File: src/rtl/ext_bus_defs.svh
// Offsets, field positions, reset values and vector addresses of the
// external bus and interrupt pin block.
// Assumes a 32-bit register port with byte addresses on 8 bits.
`ifndef EXT_BUS_DEFS_SVH
`define EXT_BUS_DEFS_SVH

// Register offsets
`define OFS_BANK 8'h00
`define OFS_WAIT 8'h04
`define OFS_IMASK 8'h08
`define OFS_IFLAG 8'h0C
`define OFS_GMASK 8'h10
`define OFS_EVT_STAT 8'h14
`define OFS_EVT_CLR 8'h18
`define OFS_EVT_EN 8'h1C
`define OFS_ACC_ADDR 8'h20
`define OFS_ACC_DATA 8'h24
`define OFS_ACC_CMD 8'h28
`define OFS_BUS_STAT 8'h2C

// Field positions
`define BANK_KEEP_BIT 0
`define CMD_WRITE_BIT 0
`define CMD_SPACE_LO 1
`define EVT_DONE_BIT 0
`define EVT_NMI_BIT 1
`define EVT_INT_BIT 2

// Reset values
`define RST_WAIT 3'h2
`define RST_GMASK 1'b1
`define RST_SYNC 8'hFF

// Ready is only checked from this many software wait states upward
`define READY_MIN_WS 3'h2

// Vector locations in program space
`define VEC_NMI 20'h0FF88
`define VEC_INT_BASE 20'h0FFC0

// Positions inside the synchronised pin vector
`define SYN_READY 0
`define SYN_HOLD 1
`define SYN_OFF 2
`define SYN_NMI 3
`define SYN_IRQ_LO 4

`endif

File: src/rtl/ext_bus_pkg.sv
// Types shared by the external bus block.
// Assumes nothing beyond a SystemVerilog compiler.
package ext_bus_pkg;

  // Bus sequencer states, one-hot
  typedef enum logic [3:0] {
    ST_IDLE = 4'b0001,
    ST_STROBE = 4'b0010,
    ST_FINISH = 4'b0100,
    ST_HELD = 4'b1000
  } bus_state_e;

  // Address space codes of an access command
  typedef enum logic [1:0] {
    SP_DATA = 2'h0,
    SP_PROG = 2'h1,
    SP_IO = 2'h2
  } space_e;

endpackage

File: src/rtl/sync_if.sv
// Carries raw pin levels into the synchroniser and clean levels back.
// Assumes one clock domain, clk_sys.
interface sync_if;
  logic [7:0] raw;
  logic [7:0] clean;
  modport src (output raw, input clean);
  modport snk (input raw, output clean);
endinterface

File: src/rtl/pin_sync.sv
// Three-stage synchroniser with agreement filter for the input pins.
// Assumes pins change slowly against clk_sys; all rest high.
`include "ext_bus_defs.svh"

module pin_sync (
  input wire logic clk_sys,
  input wire logic reset,
  sync_if.snk pins
);

  logic [7:0] stage1;
  logic [7:0] stage2;
  logic [7:0] stage3;
  logic [7:0] clean;

  ////////////////////////////////////////////////////////////////////////
  // Stage1 feeds only stage2, keeping metastability out of logic
  always_ff @(posedge clk_sys) begin
    if (reset) begin
      stage1 <= `RST_SYNC;
      stage2 <= `RST_SYNC;
      stage3 <= `RST_SYNC;
    end else begin
      stage1 <= pins.raw;
      stage2 <= stage1;
      stage3 <= stage2;
    end
  end

  // Per bit, a change counts once stage2 and stage3 agree
  genvar i;
  generate
    for (i = 0; i < 8; i++) begin : g_filt
      always_ff @(posedge clk_sys) begin
        if (reset) begin
          clean[i] <= 1'b1;
        end else if (stage2[i] == stage3[i]) begin
          clean[i] <= stage3[i];
        end
      end
    end
  endgenerate

  assign pins.clean = clean;

endmodule

File: src/rtl/ext_bus_pins.sv
// External parallel bus pins and external interrupt inputs.
// Assumes a simple register port master; pads resolve each output and
// its enable, and the keeper drive, into the real wire.
//
// Chosen here: the plain strobed port and the register addresses.
`include "ext_bus_defs.svh"

module ext_bus_pins (
  input wire logic clk_sys,
  input wire logic reset,
  input wire logic [7:0] reg_addr,
  input wire logic [31:0] reg_wdata,
  input wire logic reg_wr,
  input wire logic reg_rd,
  output logic [31:0] reg_rdata,
  output logic [19:0] address_bus,
  output logic address_oe,
  input wire logic [15:0] data_bus_in,
  output logic [15:0] data_bus_out,
  output logic data_bus_oe,
  output logic keeper_drive,
  output logic [15:0] keeper_level,
  output logic data_space_sel_n,
  output logic program_space_sel_n,
  output logic io_space_sel_n,
  output logic memory_strobe_n,
  output logic rw_dir,
  output logic control_oe,
  input wire logic ready,
  input wire logic hold_req_n,
  output logic hold_ack_n,
  input wire logic off_n,
  output logic interrupt_ack_out,
  output logic interrupt_ack_oe,
  input wire logic [3:0] ext_irq_lines,
  input wire logic nmi_n,
  output logic irq
);

  ext_bus_pkg::bus_state_e state;
  ext_bus_pkg::bus_state_e next_state;
  logic bus_keeper_enable;
  logic [2:0] wait_states;
  logic [3:0] interrupt_mask_reg;
  logic [3:0] interrupt_flag_reg;
  logic global_interrupt_mask;
  logic [2:0] evt_stat;
  logic [2:0] evt_en;
  logic [19:0] acc_addr;
  logic [15:0] acc_data;
  logic acc_write;
  ext_bus_pkg::space_e acc_space;
  logic cmd_pend;
  logic nmi_pend;
  logic cur_write;
  logic cur_vec;
  logic [2:0] wait_cnt;
  logic [3:0] irq_prev;
  logic nmi_prev;
  sync_if pins ();

  ////////////////////////////////////////////////////////////////////////
  // Pin inputs cross into clk_sys
  assign pins.raw = {ext_irq_lines, nmi_n, off_n, hold_req_n, ready};

  pin_sync u_sync (
    .clk_sys(clk_sys),
    .reset(reset),
    .pins(pins)
  );

  wire ready_ok = pins.clean[`SYN_READY];
  wire hold_req = !pins.clean[`SYN_HOLD];
  wire off_ok = pins.clean[`SYN_OFF];
  wire nmi_level = pins.clean[`SYN_NMI];
  wire [3:0] irq_level = pins.clean[`SYN_IRQ_LO +: 4];

  ////////////////////////////////////////////////////////////////////////
  // Lowest pending index wins; index zero is the most urgent
  function automatic logic [1:0] first_pending(input logic [3:0] req);
    logic [1:0] idx;
    idx = 2'h0;
    for (int k = 3; k >= 0; k--) begin
      if (req[k]) begin
        idx = k[1:0];
      end
    end
    return idx;
  endfunction

  // Falling edges of the active-low request pins
  wire [3:0] irq_fall = irq_prev & ~irq_level;
  wire nmi_fall = nmi_prev & !nmi_level;

  // Requests and take decisions
  wire [3:0] int_ready = interrupt_flag_reg & interrupt_mask_reg &
                         {4{!global_interrupt_mask}};
  wire can_start = (state == ext_bus_pkg::ST_IDLE) && !hold_req;
  wire take_nmi = can_start && nmi_pend;
  wire take_int = can_start && !nmi_pend && (|int_ready);
  wire take_cmd = can_start && !nmi_pend && !(|int_ready) && cmd_pend;
  wire starting = take_nmi || take_int || take_cmd;
  wire [1:0] int_idx = first_pending(int_ready);
  wire [3:0] int_clr = take_int ? (4'h1 << int_idx) : 4'h0;

  // Vector or command address; non-program spaces keep A19..A16 low
  wire [19:0] int_vec = `VEC_INT_BASE + {16'h0000, int_idx, 2'b00};
  wire [19:0] vec_addr = take_nmi ? `VEC_NMI : int_vec;
  wire [19:0] cmd_addr = (acc_space == ext_bus_pkg::SP_PROG) ? acc_addr :
                         {4'h0, acc_addr[15:0]};
  wire [19:0] next_addr = (take_nmi || take_int) ? vec_addr : cmd_addr;
  wire vec_fetch = take_nmi || take_int;
  wire next_write = take_cmd && acc_write;
  wire [1:0] next_space = vec_fetch ? ext_bus_pkg::SP_PROG : acc_space;

  // Ready is honoured only once enough software waits are set
  wire use_ready = wait_states >= `READY_MIN_WS;
  wire strobe_done = (wait_cnt == 3'h0) && (!use_ready || ready_ok);

  ////////////////////////////////////////////////////////////////////////
  // Sequencer: one access from start to finish, or hold granted
  always_comb begin
    next_state = state;
    unique case (state)
      ext_bus_pkg::ST_IDLE: begin
        if (hold_req) begin
          next_state = ext_bus_pkg::ST_HELD;
        end else if (starting) begin
          next_state = ext_bus_pkg::ST_STROBE;
        end
      end
      ext_bus_pkg::ST_STROBE: begin
        if (strobe_done) begin
          next_state = ext_bus_pkg::ST_FINISH;
        end
      end
      ext_bus_pkg::ST_FINISH: begin
        next_state = ext_bus_pkg::ST_IDLE;
      end
      ext_bus_pkg::ST_HELD: begin
        if (!hold_req) begin
          next_state = ext_bus_pkg::ST_IDLE;
        end
      end
    endcase
  end

  // Next pin levels derive from the next state so outputs stay registered
  wire next_active = next_state == ext_bus_pkg::ST_STROBE;
  wire next_wr = next_active && (starting ? next_write : cur_write);
  wire next_vec = next_active && (starting ? vec_fetch : cur_vec);
  wire [1:0] sel_space = starting ? next_space : 2'(address_space_code());
  wire next_data_oe = next_wr && off_ok && !hold_req;

  function automatic logic [1:0] address_space_code();
    return !program_space_sel_n ? ext_bus_pkg::SP_PROG :
           !io_space_sel_n ? ext_bus_pkg::SP_IO : ext_bus_pkg::SP_DATA;
  endfunction

  always_ff @(posedge clk_sys) begin
    if (reset) begin
      state <= ext_bus_pkg::ST_IDLE;
      wait_cnt <= 3'h0;
      cur_write <= 1'b0;
      cur_vec <= 1'b0;
      address_bus <= 20'h00000;
      data_bus_out <= 16'h0000;
    end else begin
      state <= next_state;
      wait_cnt <= starting ? wait_states : (wait_cnt != 3'h0 ? wait_cnt - 3'h1 : 3'h0);
      cur_write <= starting ? next_write : cur_write;
      cur_vec <= starting ? vec_fetch : cur_vec;
      address_bus <= starting ? next_addr : address_bus;
      data_bus_out <= starting ? acc_data : data_bus_out;
    end
  end

  ////////////////////////////////////////////////////////////////////////
  // Pin drivers; reset floats everything the off input governs
  always_ff @(posedge clk_sys) begin
    if (reset) begin
      data_bus_oe <= 1'b0;
      address_oe <= 1'b0;
      control_oe <= 1'b0;
      interrupt_ack_oe <= 1'b0;
      data_space_sel_n <= 1'b1;
      program_space_sel_n <= 1'b1;
      io_space_sel_n <= 1'b1;
      memory_strobe_n <= 1'b1;
      rw_dir <= 1'b1;
      interrupt_ack_out <= 1'b1;
      hold_ack_n <= 1'b1;
    end else begin
      data_bus_oe <= next_data_oe;
      address_oe <= off_ok && next_state != ext_bus_pkg::ST_HELD;
      control_oe <= off_ok && next_state != ext_bus_pkg::ST_HELD;
      interrupt_ack_oe <= off_ok;
      data_space_sel_n <= !(next_active && sel_space == ext_bus_pkg::SP_DATA);
      program_space_sel_n <= !(next_active && sel_space == ext_bus_pkg::SP_PROG);
      io_space_sel_n <= !(next_active && sel_space == ext_bus_pkg::SP_IO);
      memory_strobe_n <= !(next_active && sel_space != ext_bus_pkg::SP_IO);
      rw_dir <= !next_wr;
      interrupt_ack_out <= !next_vec;
      hold_ack_n <= next_state != ext_bus_pkg::ST_HELD;
    end
  end

  // Keeper holds the last level seen; the pad weakly drives it back
  always_ff @(posedge clk_sys) begin
    if (reset) begin
      keeper_drive <= 1'b0;
      keeper_level <= 16'h0000;
    end else begin
      keeper_drive <= bus_keeper_enable && !next_data_oe;
      keeper_level <= data_bus_oe ? data_bus_out : data_bus_in;
    end
  end

  ////////////////////////////////////////////////////////////////////////
  // Register port decode
  wire wr_bank = reg_wr && reg_addr == `OFS_BANK;
  wire wr_wait = reg_wr && reg_addr == `OFS_WAIT;
  wire wr_imask = reg_wr && reg_addr == `OFS_IMASK;
  wire wr_iflag = reg_wr && reg_addr == `OFS_IFLAG;
  wire wr_gmask = reg_wr && reg_addr == `OFS_GMASK;
  wire wr_eclr = reg_wr && reg_addr == `OFS_EVT_CLR;
  wire wr_een = reg_wr && reg_addr == `OFS_EVT_EN;
  wire wr_aaddr = reg_wr && reg_addr == `OFS_ACC_ADDR;
  wire wr_adata = reg_wr && reg_addr == `OFS_ACC_DATA;
  wire wr_acmd = reg_wr && reg_addr == `OFS_ACC_CMD;
  wire [3:0] sw_flag_clr = wr_iflag ? reg_wdata[3:0] : 4'h0;
  wire read_done = (state == ext_bus_pkg::ST_STROBE) && strobe_done && !cur_write;
  wire [2:0] evt_set;
  assign evt_set[`EVT_DONE_BIT] = next_state == ext_bus_pkg::ST_FINISH;
  assign evt_set[`EVT_NMI_BIT] = take_nmi;
  assign evt_set[`EVT_INT_BIT] = take_int;
  wire [2:0] evt_clr = wr_eclr ? reg_wdata[2:0] : 3'h0;

  // Interrupt latching; a new edge beats a clear in the same cycle
  always_ff @(posedge clk_sys) begin
    if (reset) begin
      irq_prev <= 4'hF;
      nmi_prev <= 1'b1;
      interrupt_flag_reg <= 4'h0;
      nmi_pend <= 1'b0;
    end else begin
      irq_prev <= irq_level;
      nmi_prev <= nmi_level;
      interrupt_flag_reg <= (interrupt_flag_reg & ~int_clr & ~sw_flag_clr) | irq_fall;
      nmi_pend <= (nmi_pend && !take_nmi) || nmi_fall;
    end
  end

  // Read mux; unmapped offsets and write-only registers read zero
  wire [31:0] next_rdata =
    reg_addr == `OFS_BANK ? {31'h0, bus_keeper_enable} :
    reg_addr == `OFS_WAIT ? {29'h0, wait_states} :
    reg_addr == `OFS_IMASK ? {28'h0, interrupt_mask_reg} :
    reg_addr == `OFS_IFLAG ? {28'h0, interrupt_flag_reg} :
    reg_addr == `OFS_GMASK ? {31'h0, global_interrupt_mask} :
    reg_addr == `OFS_EVT_STAT ? {29'h0, evt_stat} :
    reg_addr == `OFS_EVT_EN ? {29'h0, evt_en} :
    reg_addr == `OFS_ACC_ADDR ? {12'h0, acc_addr} :
    reg_addr == `OFS_ACC_DATA ? {16'h0, acc_data} :
    reg_addr == `OFS_BUS_STAT ?
      {28'h0, nmi_pend, !hold_ack_n, cmd_pend, state != ext_bus_pkg::ST_IDLE} :
    32'h0;

  // Software registers; a new command is refused while one is pending
  always_ff @(posedge clk_sys) begin
    if (reset) begin
      bus_keeper_enable <= 1'b0;
      wait_states <= `RST_WAIT;
      interrupt_mask_reg <= 4'h0;
      global_interrupt_mask <= `RST_GMASK;
      evt_en <= 3'h0;
      acc_addr <= 20'h00000;
      acc_write <= 1'b0;
      acc_space <= ext_bus_pkg::SP_DATA;
      cmd_pend <= 1'b0;
    end else begin
      bus_keeper_enable <= wr_bank ? reg_wdata[`BANK_KEEP_BIT] : bus_keeper_enable;
      wait_states <= wr_wait ? reg_wdata[2:0] : wait_states;
      interrupt_mask_reg <= wr_imask ? reg_wdata[3:0] : interrupt_mask_reg;
      // Taking a maskable interrupt closes the global mask, as a core would
      global_interrupt_mask <= take_int || (wr_gmask ? reg_wdata[0] : global_interrupt_mask);
      evt_en <= wr_een ? reg_wdata[2:0] : evt_en;
      acc_addr <= wr_aaddr ? reg_wdata[19:0] : acc_addr;
      acc_write <= (wr_acmd && !cmd_pend) ? reg_wdata[`CMD_WRITE_BIT] : acc_write;
      acc_space <= (wr_acmd && !cmd_pend) ?
        ext_bus_pkg::space_e'(reg_wdata[`CMD_SPACE_LO +: 2]) : acc_space;
      cmd_pend <= (cmd_pend && !take_cmd) || (wr_acmd && !cmd_pend);
    end
  end

  // Read data, data latch and event status with interrupt line
  always_ff @(posedge clk_sys) begin
    if (reset) begin
      reg_rdata <= 32'h0;
      acc_data <= 16'h0000;
      evt_stat <= 3'h0;
      irq <= 1'b0;
    end else begin
      reg_rdata <= reg_rd ? next_rdata : 32'h0;
      acc_data <= read_done ? data_bus_in : (wr_adata ? reg_wdata[15:0] : acc_data);
      evt_stat <= (evt_stat & ~evt_clr) | evt_set;
      irq <= |(((evt_stat & ~evt_clr) | evt_set) & evt_en);
    end
  end
endmodule

File: config.mk
export PLATFORM = sky130hd
export DESIGN_NAME = ext_bus_pins
export DESIGN_NICKNAME = d
export VERILOG_FILES = /design/src/rtl/ext_bus_pkg.sv /design/src/rtl/sync_if.sv /design/src/rtl/pin_sync.sv /design/src/rtl/ext_bus_pins.sv
export VERILOG_INCLUDE_DIRS = /design/src /design/src/rtl
export SDC_FILE = /design/constraint.sdc
export NUM_CORES = 1
export LEC_CHECK = 0
export BUFFER_PORTS_ARGS = -buffer_cell sky130_fd_sc_hd__buf_2
export CORE_MARGIN = 2
export CORE_UTILIZATION = 40
export CTS_CLUSTER_DIAMETER = 30
export DETAILED_ROUTE_END_ITERATION = 16
export PLACE_DENSITY = 0.65
export SLEW_MARGIN = 10
export SYNTH_ARGS = -nofsm -noshare
export SYNTH_HDL_FRONTEND = slang
export SYNTH_HIERARCHICAL = 1
export SYNTH_SLANG_ARGS = --single-unit
export TNS_END_PERCENT = 20
File: constraint.sdc
create_clock -name clk_sys -period 2.6 [get_ports clk_sys]
set_clock_uncertainty 0.2 [all_clocks]
set_input_delay 0.52 -clock clk_sys [delete_from_list [all_inputs] [get_ports clk_sys]]
set_output_delay 0.52 -clock clk_sys [all_outputs]
set_load 0.02 [all_outputs]
==> flow_metrics.env <==
export IMPL_die_area_sq_um=19700
export IMPL_sequentialPowerShare=0.510
export IMPL_yosys_cell_types_count=65
export IMPL_grt_pass1_vias=5736
export IMPL_finalHoldViolations=0
export IMPL_final_cell_mix="dfxtp_1 (190), buf_2 (139), nand2_1 (110)"
export IMPL_cts_tree="done"
export IMPL_rsz0062_at_grt="no"
export IMPL_syn_avg_cell_area_sq_um=9.14
export IMPL_synthXorXnorAreaFrac=0.00236
export IMPL_vdd_drop_max_mv=0.451
export IMPL_io_buffers=140
export IMPL_cts_buffers_inserted=17
export IMPL_post_route_period_util=0.908
export IMPL_end_kind="flop"
export IMPL_drtPass1Iterations=5
export IMPL_antenna_found_initial=0
export IMPL_pin_count=165
export IMPL_min_path_type="in -> reg"
export IMPL_grt_pass1_wl_um=30500
export IMPL_synth_edff_count=0
export IMPL_synth_top_area_share=0.513
export IMPL_instances_no_fill=1193
export IMPL_wirelength_um=19500
export IMPL_cts_resized=0
export IMPL_die_h_um=140
export IMPL_nets=1020
export IMPL_p_comb_frac=0.045
export IMPL_crit_required_ns=2.72
export IMPL_slew_headroom=0.508
export IMPL_synthArstFlopShare=0
export IMPL_ant_nets=0
export IMPL_power_density_nw_per_um2=644
export IMPL_switching_share=0.242
export IMPL_gp_congestion=0.922
export IMPL_layout_commonest_cell="dfxtp_1"
export IMPL_insertion_delay_ns=0.43
export IMPL_drtIter0Drc=457
export IMPL_synth_top_family_by_area="simple AND/OR/NAND/NOR gates"
export IMPL_ys_ff_latch=190
export IMPL_syn_to_final_growth_pct=21.1
export IMPL_ys_seq_area_frac=0.513
export IMPL_top_regs="acc_addr (20), address_bus (20), reg_rdata (20)"
export IMPL_ys_flop_type="dfxtp_1"
export IMPL_worst_slew_pin_slew_ns=0.735
export IMPL_clock_sinks=190
export IMPL_htreeDepth=4
export IMPL_synth_area_top_cells="dfxtp_1 (51%), mux2i_1 (6.5%), nand2_1 (5.6%)"
export IMPL_diodes=0
export IMPL_period_needed_ns=2.36
export IMPL_rows=49
export IMPL_tns_ns=0
export IMPL_start_util=0.410
export IMPL_cp_arrival_ns=2.48
export IMPL_drcViolationCount=0
export IMPL_num_vias=6213
export IMPL_power_leakage_nw=3.77
export IMPL_cp_start_kind="flop"
export IMPL_p_clk_frac=0.445
export IMPL_die_w_um=140
export IMPL_synthSimpleGateAreaFrac=0.196
export IMPL_switchingPower_mw=1.40
export IMPL_dp_cells=1162
export IMPL_synth_adder_area_share=0
export IMPL_overflow=0
export IMPL_core_area_sq_um=18100
export IMPL_setup_viol=0
export IMPL_grt_max_degree=43
export IMPL_yosysTopAreaCell="dfxtp_1"
export IMPL_power_total_mw=5.79
export IMPL_vias_per_cell=5.21
export IMPL_run_status="finished, final reports clean"
export IMPL_grtUsageTotal=0.197
export IMPL_clkTransAtPathRegs_ns=0.07
export IMPL_syn_area_sq_um=7420
export IMPL_internal_power_mw=4.39
export IMPL_crit_fanout=7
export IMPL_cts_buffer_depth=2
export IMPL_netlist_instances=812
export IMPL_drv_slew=0
export IMPL_root_buffer="clkbuf_16"
export IMPL_dpl_hpwl_um=13400
export IMPL_final_util=0.497
export IMPL_wl_per_cell_um=16.3
export IMPL_yosys_warnings=6
export IMPL_max_freq_mhz=423
export IMPL_synthMuxAreaShare=0.0647
export IMPL_path_class="reg -> reg"
export IMPL_synth_compound_area_share=0.169
export IMPL_post_cts_setup_buffers=0
export IMPL_hold_buffers=0
export IMPL_final_layout_size_suffix_gt1_frac=0.234
export IMPL_maxCapViolCount=0
## metal layers
layer	share of wire	track usage
met5	0	0
met4	0.019	0.0728
met3	0.061	0.0421
met2	0.46	0.310
met1	0.46	0.268
## cells in the mapped netlist, types with 2 or more instances
master    count
o21ai_0      18
a22oi_1       2
or2_2         5
a221o_1       3
o211ai_1      3
or2_1        24
nand3_1      11
or4_1         3
dfxtp_1     190
o221ai_1      4
nor4b_2       2
mux2i_1      48
a22o_1       17
nand2b_1     16
nor4_1        2
a32oi_1       3
nor4b_1       3
inv_1        12
o31ai_1       3
clkbuf_1     39
buf_2         9
a221oi_1      2
and3_1        3
buf_6         5
and4_1        3
o21bai_1      8
and2_1        7
a211o_1       2
buf_4        13
nor2b_1       8
a21oi_1      72
or3_1         4
a31oi_1       2
nor3_1        9
nor2_1       87
o32ai_1       3
nand2_1     110
o22ai_1       9
a211oi_1     22
## logic make-up (layout without fill, tap and decap cells)
group / Yosys count / in the layout
buffers and inverters: 80 / 221
flip-flops: 190 / 190
multiplexers: 48 / 48
AND/OR/NAND/NOR: 305 / 305
other: 1 / 12
XOR/XNOR: 2 / 2
AO/OA/AOI/OAI: 186 / 186
## metrics by stage
step                area [sq um]  worst slack, ns  hold slack (ns)
finish                      8990            0.239           0.0538
detailed placement          8410           0.0886            0.188
floorplan                   7460            0.255            0.183
global placement            8410            0.117            0.186
CTS                         8990            0.238           0.0357
global route                8990           0.0824           0.0397
## power groups by stage
stage	Sequential (mW)	Clock [mW]	Combinational (mW)
after floorplan	3.04	0	0.140
after global placement	3.02	0	0.256
after detailed placement	3.02	0	0.256
after CTS	2.95	2.63	0.257
after global routing	2.95	2.74	0.280
final	2.95	2.58	0.258
## path summary, 6_finish.rpt
kind                                       start                    end  slack, ns  depth (start not counted)
worst max-delay path                    state[0]  interrupt_flag_reg[2]       0.24                          6
worst max register to register          state[0]  interrupt_flag_reg[2]       0.24                          6
worst min-delay path            ext_irq_lines[1]       u_sync/stage1[5]       0.05                          2
worst min register to register  u_sync/stage1[4]       u_sync/stage2[4]       0.20                          1
## critical path: stages (launching register included)
cell and delay [ns]:
dfxtp_1 0.45, nand2_1 0.15, or4_1 0.56, buf_4 0.18
nor4b_2 0.37, nand2b_1 0.11, a22o_1 0.22
## layout make-up
class	instances	area, sq um
well taps	229	287
flip-flops and latches	190	3800
fillers	1710	9100
inverters	12	45.0
multi-input cells	553	3260
clock inverters	13	151
repair buffers	178	1010
clock buffers	18	429
Note: power is estimated with default switching activity, not from simulation.
